### config.mk
export PLATFORM = sky130hd
export DESIGN_NAME = ppc_port_ctrl
export DESIGN_NICKNAME = d
export VERILOG_FILES = /design/src/inc/ppc_pkg.sv /design/src/verilog/ppc_port_ctrl.sv
export SDC_FILE = /design/constraint.sdc
export NUM_CORES = 1
export LEC_CHECK = 0
export ABC_AREA = 1
export ABC_CLOCK_PERIOD_IN_PS = 1600
export BUFFER_PORTS_ARGS = -buffer_cell sky130_fd_sc_hd__buf_2
export CELL_PAD_IN_SITES_DETAIL_PLACEMENT = 1
export CELL_PAD_IN_SITES_GLOBAL_PLACEMENT = 1
export CORE_MARGIN = 1.5
export CORE_UTILIZATION = 31
export DETAILED_ROUTE_END_ITERATION = 10
export PLACE_DENSITY_LB_ADDON = 0.1
export RECOVER_POWER = 50
export SYNTH_ARGS = -nofsm -noshare
export SYNTH_HDL_FRONTEND = slang
export SYNTH_SLANG_ARGS = --single-unit
### constraint.sdc
create_clock -name core_clk -period 1.6 [get_ports core_clk]
set_clock_uncertainty 0.2 [all_clocks]
set_input_delay 0.16 -clock core_clk [delete_from_list [all_inputs] [get_ports core_clk]]
set_output_delay 0.16 -clock core_clk [all_outputs]
set_load 0.01 [all_outputs]
### src/inc/ppc_pkg.sv
/*
 * Package for the port pin control block: register indices, field
 * positions, reset values, operating modes and the bus request carrier.
 * Assumes a 32-bit AHB-Lite slave port, one register per aligned word.
 */
`default_nettype none
package ppc_pkg;
	// Register indices; byte address is four times the index
	localparam logic [7:0] IDX_EDATA = 8'h08;
	localparam logic [7:0] IDX_EDIR = 8'h09;
	localparam logic [7:0] IDX_EASSIGN = 8'h0A;
	localparam logic [7:0] IDX_PULL = 8'h0C;
	localparam logic [7:0] IDX_RDRV = 8'h0D;
	localparam logic [7:0] IDX_JDATA = 8'h28;
	localparam logic [7:0] IDX_JDIR = 8'h29;
	localparam logic [7:0] IDX_JPOL = 8'h2A;
	localparam logic [7:0] IDX_JIEN = 8'h2B;
	localparam logic [7:0] IDX_JFLAG = 8'h2C;
	localparam logic [7:0] IDX_KDATA = 8'hFC;
	localparam logic [7:0] IDX_KDIR = 8'hFD;
	// Port E assignment fields
	localparam int EA_DATA_BUS_ENABLE_DISABLE = 7;
	localparam int EA_CLOCK_GEN_TEST_ENABLE = 6;
	localparam int EA_PIPE_STATUS_OUT_ENABLE = 5;
	localparam int EA_E_CLOCK_DISABLE = 4;
	localparam int EA_CALIBRATION_OUT_ENABLE = 3;
	// Pull control and reduced drive fields
	localparam int PULL_J = 7;
	localparam int PULL_E = 4;
	localparam int RDRV_J = 1;
	localparam int RDRV_H = 0;
	// Masks and reset values
	localparam logic [7:0] E_DIR_MASK = 8'hFC;
	localparam logic [7:0] E_PULL_MASK = 8'h8F;
	localparam logic [7:0] K_EMUL_MASK = 8'h87;
	localparam logic [7:0] K_IMPL_MASK = 8'h8F;
	localparam logic [7:0] RST_BYTE = 8'h00;
	localparam int READ_WAIT_CYCLES = 1;

	typedef enum logic [2:0] {
		MODE_NORM_SINGLE = 3'b000,
		MODE_NORM_EXP = 3'b001,
		MODE_SPEC_SINGLE = 3'b010,
		MODE_SPEC_EXP = 3'b011,
		MODE_PERIPH = 3'b100
	} ppc_mode_t;

	typedef struct packed {
		logic valid;
		logic write;
		logic [7:0] idx;
	} ppc_bus_req_t;
endpackage : ppc_pkg
`default_nettype wire

### src/verilog/ppc_port_ctrl.sv
/*
 * Port J, K and E pin control with AHB-Lite register slave.
 * Assumes pins and mode inputs are synchronous to core_clk; mode and the
 * two emulation enables come from the chip's mode logic.
 */
`default_nettype none
module ppc_port_ctrl
	import ppc_pkg::*;
(
	// Clock and reset
	input wire logic core_clk,
	input wire logic sys_rst,
	// AHB-Lite slave
	input wire logic hsel,
	input wire logic [31:0] haddr,
	input wire logic [1:0] htrans,
	input wire logic hwrite,
	input wire logic [2:0] hsize,
	input wire logic [31:0] hwdata,
	input wire logic hready,
	output logic [31:0] hrdata,
	output logic hreadyout,
	output logic hresp,
	// Operating mode
	input wire logic [2:0] op_mode,
	input wire logic page_index_emul_enable,
	input wire logic eport_emul_enable,
	// Port J pins
	input wire logic [7:0] jport_in,
	output logic [7:0] jport_out,
	output logic [7:0] jport_oe,
	output logic [7:0] jport_pull_on,
	output logic [7:0] jport_pull_down,
	output logic jport_reduced_drive,
	output logic hport_reduced_drive,
	output logic jport_wake_irq,
	// Port K pins and emulation sources
	input wire logic [7:0] kport_in,
	output logic [7:0] kport_out,
	output logic [7:0] kport_oe,
	input wire logic emul_chip_select,
	input wire logic [2:0] page_index,
	// Port E pins and alternate sources
	input wire logic [7:0] eport_in,
	output logic [7:0] eport_out,
	output logic [7:0] eport_oe,
	output logic [7:0] eport_pull_on,
	input wire logic data_enable_pin,
	input wire logic calibration_sig,
	input wire logic clock_test_sig,
	input wire logic [1:0] pipe_status,
	// E clock pin
	input wire logic e_clock_sig,
	output logic e_clock_out,
	output logic e_clock_oe
);
	ppc_mode_t mode;
	logic is_periph, is_exp, is_special, is_norm_single;
	logic k_emul_on, pipe_on, cgm_on, dbe_on;
	logic map_rdrv, map_eassign, map_edir, map_kdata;
	logic [7:0] wake_edge, rd_val;
	logic [7:0] wdat;
	logic acc;

	ppc_bus_req_t req_reg, req_next;
	logic [31:0] hrdata_reg, hrdata_next;
	logic [7:0] jdata_reg, jdata_next, jdir_reg, jdir_next;
	logic [7:0] jpol_reg, jpol_next, jien_reg, jien_next;
	logic [7:0] jflag_reg, jflag_next, jprev_reg, jprev_next;
	logic [7:0] kdata_reg, kdata_next, kdir_reg, kdir_next;
	logic [7:0] edata_reg, edata_next, edir_reg, edir_next;
	logic [7:0] ea_reg, ea_next, pull_reg, pull_next;
	logic [7:0] rdrv_reg, rdrv_next;
	logic rdrv_lock_reg, rdrv_lock_next;
	logic ea_lock_reg, ea_lock_next;

	assign mode = ppc_mode_t'(op_mode);
	assign is_periph = (mode == MODE_PERIPH);
	assign is_exp = (mode == MODE_NORM_EXP) || (mode == MODE_SPEC_EXP);
	assign is_special = (mode == MODE_SPEC_SINGLE) || (mode == MODE_SPEC_EXP);
	assign is_norm_single = (mode == MODE_NORM_SINGLE);

	// Pin function selection
	assign k_emul_on = page_index_emul_enable && (is_exp || is_periph);
	assign pipe_on = ea_reg[EA_PIPE_STATUS_OUT_ENABLE] && is_exp;
	assign cgm_on = ea_reg[EA_CLOCK_GEN_TEST_ENABLE] && (mode == MODE_SPEC_EXP || is_periph);
	assign dbe_on = !ea_reg[EA_DATA_BUS_ENABLE_DISABLE] && is_exp;

	// Address map visibility
	assign map_rdrv = !is_periph;
	assign map_eassign = !is_periph;
	assign map_edir = !(is_periph || (is_exp && eport_emul_enable));
	assign map_kdata = !k_emul_on;

	// Port J: edges seen on the pin itself, so outputs also wake
	for (genvar gi = 0; gi < 8; gi++) begin : g_wake
		assign wake_edge[gi] = jpol_reg[gi]
			? (jport_in[gi] && !jprev_reg[gi])
			: (!jport_in[gi] && jprev_reg[gi]);
	end
	assign jport_oe = jdir_reg;
	assign jport_out = jdata_reg;
	assign jport_pull_on = {8{pull_reg[PULL_J]}} & ~jdir_reg;
	assign jport_pull_down = jpol_reg;
	assign jport_reduced_drive = rdrv_reg[RDRV_J];
	assign hport_reduced_drive = rdrv_reg[RDRV_H];
	assign jport_wake_irq = |(jflag_reg & jien_reg);

	// Port K: data latch kept, emulation pins take the emulation value
	always_comb begin
		kport_oe = kdir_reg & K_IMPL_MASK;
		kport_out = kdata_reg & K_IMPL_MASK;
		if (k_emul_on) begin
			kport_oe = kport_oe | K_EMUL_MASK;
			kport_out = (kport_out & ~K_EMUL_MASK)
				| {emul_chip_select, 4'h0, page_index};
		end
	end

	// Port E pin functions: on bit 7 data enable beats calibration, on bit 6 pipe status (last) beats clock test
	always_comb begin
		eport_oe = edir_reg & E_DIR_MASK;
		eport_out = edata_reg & E_DIR_MASK;
		if (dbe_on) begin
			eport_oe[7] = 1'b1;
			eport_out[7] = data_enable_pin;
		end else if (ea_reg[EA_CALIBRATION_OUT_ENABLE]) begin
			eport_oe[7] = 1'b1;
			eport_out[7] = calibration_sig;
		end
		if (cgm_on) begin
			eport_oe[6] = 1'b1;
			eport_out[6] = clock_test_sig;
		end
		if (pipe_on) begin
			eport_oe[6:5] = 2'b11;
			eport_out[6:5] = pipe_status;
		end
	end
	assign eport_pull_on = {8{pull_reg[PULL_E]}} & E_PULL_MASK & ~eport_oe;
	assign e_clock_oe = !is_periph;
	assign e_clock_out = ea_reg[EA_E_CLOCK_DISABLE] ? 1'b0 : e_clock_sig;

	// Register read mux; reads of pin ports show the pin when input
	always_comb begin
		rd_val = RST_BYTE;
		case (req_reg.idx)
			IDX_JDATA: rd_val = (jdata_reg & jdir_reg) | (jport_in & ~jdir_reg);
			IDX_JDIR: rd_val = jdir_reg;
			IDX_JPOL: rd_val = jpol_reg;
			IDX_JIEN: rd_val = jien_reg;
			IDX_JFLAG: rd_val = jflag_reg;
			IDX_PULL: rd_val = pull_reg;
			IDX_RDRV: rd_val = map_rdrv ? rdrv_reg : RST_BYTE;
			IDX_KDATA: rd_val = map_kdata
				? ((kdata_reg & kdir_reg) | (kport_in & ~kdir_reg)) & K_IMPL_MASK
				: RST_BYTE;
			IDX_KDIR: rd_val = kdir_reg & K_IMPL_MASK;
			IDX_EDATA: rd_val = (eport_out & eport_oe) | (eport_in & ~eport_oe);
			IDX_EDIR: rd_val = map_edir ? (edir_reg & E_DIR_MASK) : RST_BYTE;
			IDX_EASSIGN: rd_val = map_eassign ? ea_reg : RST_BYTE;
			default: rd_val = RST_BYTE;
		endcase
	end

	// Next state of bus slave and all registers
	always_comb begin
		req_next = req_reg;
		hrdata_next = hrdata_reg;
		jdata_next = jdata_reg;
		jdir_next = jdir_reg;
		jpol_next = jpol_reg;
		jien_next = jien_reg;
		jprev_next = jport_in;
		kdata_next = kdata_reg;
		kdir_next = kdir_reg;
		edata_next = edata_reg;
		edir_next = edir_reg;
		ea_next = ea_reg;
		pull_next = pull_reg;
		rdrv_next = rdrv_reg;
		rdrv_lock_next = rdrv_lock_reg;
		ea_lock_next = ea_lock_reg;
		wdat = hwdata[7:0];
		acc = 1'b0;
		// Sticky wake flags, new edge beats a clear in the same cycle
		jflag_next = jflag_reg | wake_edge;
		if (req_reg.valid && req_reg.write) begin
			case (req_reg.idx)
				IDX_JDATA: jdata_next = wdat;
				IDX_JDIR: jdir_next = wdat;
				IDX_JPOL: jpol_next = wdat;
				IDX_JIEN: jien_next = wdat;
				IDX_JFLAG: jflag_next = (jflag_reg & ~wdat) | wake_edge;
				IDX_PULL: pull_next = wdat;
				IDX_RDRV: begin
					if (map_rdrv && !rdrv_lock_reg) begin
						rdrv_next = wdat;
						rdrv_lock_next = 1'b1;
					end
				end
				IDX_KDATA: begin
					if (map_kdata) begin
						kdata_next = wdat;
					end
				end
				IDX_KDIR: kdir_next = wdat;
				IDX_EDATA: edata_next = wdat;
				IDX_EDIR: begin
					if (map_edir) begin
						edir_next = wdat & E_DIR_MASK;
					end
				end
				IDX_EASSIGN: begin
					if (map_eassign) begin
						ea_lock_next = 1'b1;
						acc = is_special ? ea_lock_reg : !ea_lock_reg;
						if (acc) begin
							ea_next[EA_DATA_BUS_ENABLE_DISABLE] = wdat[EA_DATA_BUS_ENABLE_DISABLE];
							ea_next[EA_PIPE_STATUS_OUT_ENABLE] = wdat[EA_PIPE_STATUS_OUT_ENABLE];
						end
						if (is_special && ea_lock_reg) begin
							ea_next[EA_CLOCK_GEN_TEST_ENABLE] = wdat[EA_CLOCK_GEN_TEST_ENABLE];
						end
						if (mode == MODE_SPEC_SINGLE
							|| (is_norm_single && !ea_lock_reg)) begin
							ea_next[EA_E_CLOCK_DISABLE] = wdat[EA_E_CLOCK_DISABLE];
						end
						ea_next[EA_CALIBRATION_OUT_ENABLE] = wdat[EA_CALIBRATION_OUT_ENABLE];
					end
				end
				default: ;
			endcase
		end
		// One wait state on reads lets a prior write land first
		if (req_reg.valid && !req_reg.write) begin
			hrdata_next = {24'h00_0000, rd_val};
		end
		if (hready) begin
			req_next.valid = hsel && htrans[1];
			req_next.write = hwrite;
			req_next.idx = haddr[9:2];
			if (haddr[31:10] != 22'h00_0000) begin
				req_next.idx = 8'hFF;
			end
		end else begin
			req_next.valid = 1'b0;
		end
		if (sys_rst) begin
			req_next = '0;
			hrdata_next = 32'h0000_0000;
			jdata_next = RST_BYTE;
			jdir_next = RST_BYTE;
			jpol_next = RST_BYTE;
			jien_next = RST_BYTE;
			jflag_next = RST_BYTE;
			kdata_next = RST_BYTE;
			kdir_next = RST_BYTE;
			edata_next = RST_BYTE;
			edir_next = RST_BYTE;
			pull_next = RST_BYTE;
			rdrv_next = RST_BYTE;
			rdrv_lock_next = 1'b0;
			ea_lock_next = 1'b0;
			ea_next = RST_BYTE;
			ea_next[EA_CLOCK_GEN_TEST_ENABLE] = is_periph;
		end
	end

	always_ff @(posedge core_clk) begin
		req_reg <= req_next;
		hrdata_reg <= hrdata_next;
		jdata_reg <= jdata_next;
		jdir_reg <= jdir_next;
		jpol_reg <= jpol_next;
		jien_reg <= jien_next;
		jflag_reg <= jflag_next;
		jprev_reg <= jprev_next;
		kdata_reg <= kdata_next;
		kdir_reg <= kdir_next;
		edata_reg <= edata_next;
		edir_reg <= edir_next;
		ea_reg <= ea_next;
		pull_reg <= pull_next;
		rdrv_reg <= rdrv_next;
		rdrv_lock_reg <= rdrv_lock_next;
		ea_lock_reg <= ea_lock_next;
	end

	// Read data phase stalls while the answer is being registered
	assign hreadyout = !(req_reg.valid && !req_reg.write);
	assign hrdata = hrdata_reg;
	assign hresp = 1'b0;
endmodule : ppc_port_ctrl
`default_nettype wire
==> results_dict.tcl <==
set metrics [dict create \
    startpoint_type "flop" \
    dr_wl_met2_um 12500 \
    place_congestion 0.8270 \
    synthCells 869 \
    ys_types 39 \
    crit_fanout 5 \
    ys_ff_latch 111 \
    rr_startpoint "req_reg[1]$_SDFFE_PP0P_" \
    synthFlopType "dfxtp_1" \
    end_kind "flop" \
    rsz0062_at_grt "yes" \
    min_to "pull_reg[0]$_SDFFE_PP0P_" \
    status "finished with violations" \
    worst_slack_ns -0.2664 \
    h-tree-depth 3 \
    overflow 0 \
    cpPeakStageDelay_ns 0.37 \
    powerDensity_mw_per_mm2 642.0 \
    fp.dieH_um 141.2 \
    grt_max_degree 46 \
    design_area_mm2 0.009296 \
    drive_gt1_share_pct 40.24 \
    core_mm2 0.01871 \
    largest_reg_flops 10 \
    highest_layer "met4" \
    place_area_mm2 0.007495 \
    num_rows 50 \
    hp-start "hwdata[0]" \
    cp_num_buf_inv 3 \
    place_ws_ns -0.3402 \
    min_period_ns 1.866 \
    final_common_cell "nand2_1" \
    hold_depth 3 \
    cp_slowest_cell "dfxtp_4" \
    post-route-period-util_pct 116.6 \
    path_clk_slew_ns 0.08 \
    irDropWorstVdd_v 0.0005588 \
    yosys.area.top_type "dfxtp_1" \
    io_pins 224 \
    drcViolationCount 0 \
    num_antenna_cells 0 \
    yosysWarnings 0 \
    ys_seq_area_share_pct 37.68 \
    cts_root_buf "clkbuf_16" \
    crit_family "simple AND/OR/NAND/NOR gates" \
    power_uw 5968 \
    setup_violations 74 \
    dp_hpwl_um 18300 \
    wl_per_cell_um 18.04 \
    clockBufferDepth 2 \
    synth-edff-count 1 \
    syn2layout_area_growth_pct 56.92 \
    tightestPinTransition_ns 0.6411 \
    drt-total-wl_um 25470 \
    critPathLaunch "req_reg[1]$_SDFFE_PP0P_" \
    clock_latency_ns 0.36 \
    async_reset_ff_share_pct 0 \
    violations "negative setup slack" \
    port_buffers 152 \
    regToRegEndpoint "hrdata[5]$_SDFFE_PP0P_" \
    antenna_left 0 \
    critPathKind "reg -> reg" \
    slew_headroom_pct 57.26 \
    cts_tree "yes" \
    cp_data_required_time_ns 1.69 \
    drt_first_pass_iters 5 \
    start_util_pct 31.67 \
    clock.fmax_mhz 535.8 \
    finalSetupTns_ns -8.496 \
    synth.area.top_cells "dfxtp_1, nand2_1, o21ai_0" \
    grt_pass1_wl_um 37120 \
    fill_cells 2409 \
    met1_length_um 11620 \
    synthesis.area_mm2 0.005924 \
    vias_per_cell 4.904 \
    drt_iter0_drc 323 \
    synth.top_cell.area_share_pct 37.17 \
    hp-class "in -> reg" \
    layout.nets 1287 \
    maxSlewViolCount 0 \
    final_hold_viol_count 0 \
    syn_area_per_cell_um2 6.818 \
    die_area_mm2 0.01995 \
    worstPathCellList "inv_4, nand2_4, buf_6, nor2_4, nand2_2, nor2_4, buf_6, nand2_2, nand3_1, nor2_1, nand2_1, nand2_1, a21oi_1" \
    maxCapViolCount 0 \
    route.met3.wl_um 944 \
    cts_num_sinks 111 \
    instances_no_fill 1412 \
    place_inst 1325 \
    dr_total_vias 6924 \
    die_x_um 141.2 \
    track_usage_pct 24.34 \
    numCtsBuffers 9 \
    final_cell_mix "nand2_1, buf_2, dfxtp_1, buf_4, inv_1" \
    grt_pass1_vias 6672 \
    antenna_found_initial 0 \
    r2r_cells 13 \
    r2r_slack_ns -0.27 \
    arrival_ns 1.96 \
    p_leak_uw 0.004067 \
]
==> tightest hold or removal path: cells and delay by family <==
family	cells	cell delay, ns
buffers and inverters	2	0.25
AO/OA/AOI/OAI	1	0.10
==> worst max path at each step <==
stage                                  end  slack (ns)  cells past startpoint
floorplan           ea_reg[7]$_SDFFE_PP0P_       0.001                      8
global placement    hrdata[2]$_SDFFE_PP0P_       -0.31                     13
detailed placement  hrdata[5]$_SDFFE_PP0P_       -0.34                     13
CTS                 hrdata[7]$_SDFFE_PP0P_       -0.16                     14
global route        hrdata[5]$_SDFFE_PP0P_       -0.32                     13
finish              hrdata[5]$_SDFFE_PP0P_       -0.27                     13
==> layout make-up <==
type | count | area [µm²] | area share, %
Multi-Input combinational cell | 622 | 3595 | 38.67
Timing Repair Buffer | 326 | 2405 | 25.87
Sequential cell | 111 | 2275 | 24.47
Inverter | 103 | 441.7 | 4.751
Tap cell | 234 | 292.8 | 3.149
Clock buffer | 14 | 274.0 | 2.948
Clock inverter | 2 | 13.76 | 0.1480
==> power breakdown <==
part           total [µW]  internal (µW)  leakage [µW]  switching [µW]
clock network        2260           1190      0.000143            1070
registers            2860           2810      0.000912            52.8
logic                 848            359       0.00301             489
total                5970           4350       0.00407            1610
==> per-stage QoR <==
| step | hold WS, ns | utilization, % |
|---|---|---|
| 6_report | 0.008314 | 49.70 |
| 5_1_grt | 0.01353 | 49.70 |
| 2_1_floorplan | -0.01228 | - |
| 3_3_place_gp | 0.07836 | 40.07 |
| 4_1_cts | 0.001924 | 46.37 |
| 3_5_place_dp | 0.07949 | 40.07 |
==> layer usage <==
layer,up-vias,global-route usage [%]
li1,3363,-
met5,-,0
met1,3355,32.76
met4,0,5.811
met3,29,2.989
met2,177,41.41
==> cells in the mapped netlist (all sizes together) (2+ instances only) <==
master,n
inv,98
o211ai,2
a211oi,9
nor4,3
nor3,10
a21oi,70
clkbuf,13
and3,2
nand3,71
o22ai,3
a31oi,8
dfxtp,110
o21ai,94
nor2,98
o31ai,6
nand2,199
nand4,3
clkinv,5
buf,59
==> timing repair <==
item	4_1_cts	5_1_grt
endpoints found under the setup margin	107	110
buffers inserted	29	14
endpoints found under the hold margin	29	0
gates resized for setup	145	159
pin swaps	29	45
cloned	0	6
hold buffers	26	0
==> logic make-up (layout without fill, tap and decap cells) <==
| kind of cell | count (synthesis) | count (layout) | synth area share, % |
|---|---|---|---|
| flops | 111 | 111 | 37.68 |
| compound gates | 193 | 193 | 17.82 |
| buf+inv | 175 | 445 | 14.59 |
| other cells | 1 | 38 | 0.06330 |
| fa+ha+maj | 1 | 1 | 0.2112 |
| simple gates | 388 | 390 | 29.63 |
Note: power is estimated with default switching activity, not from simulation.
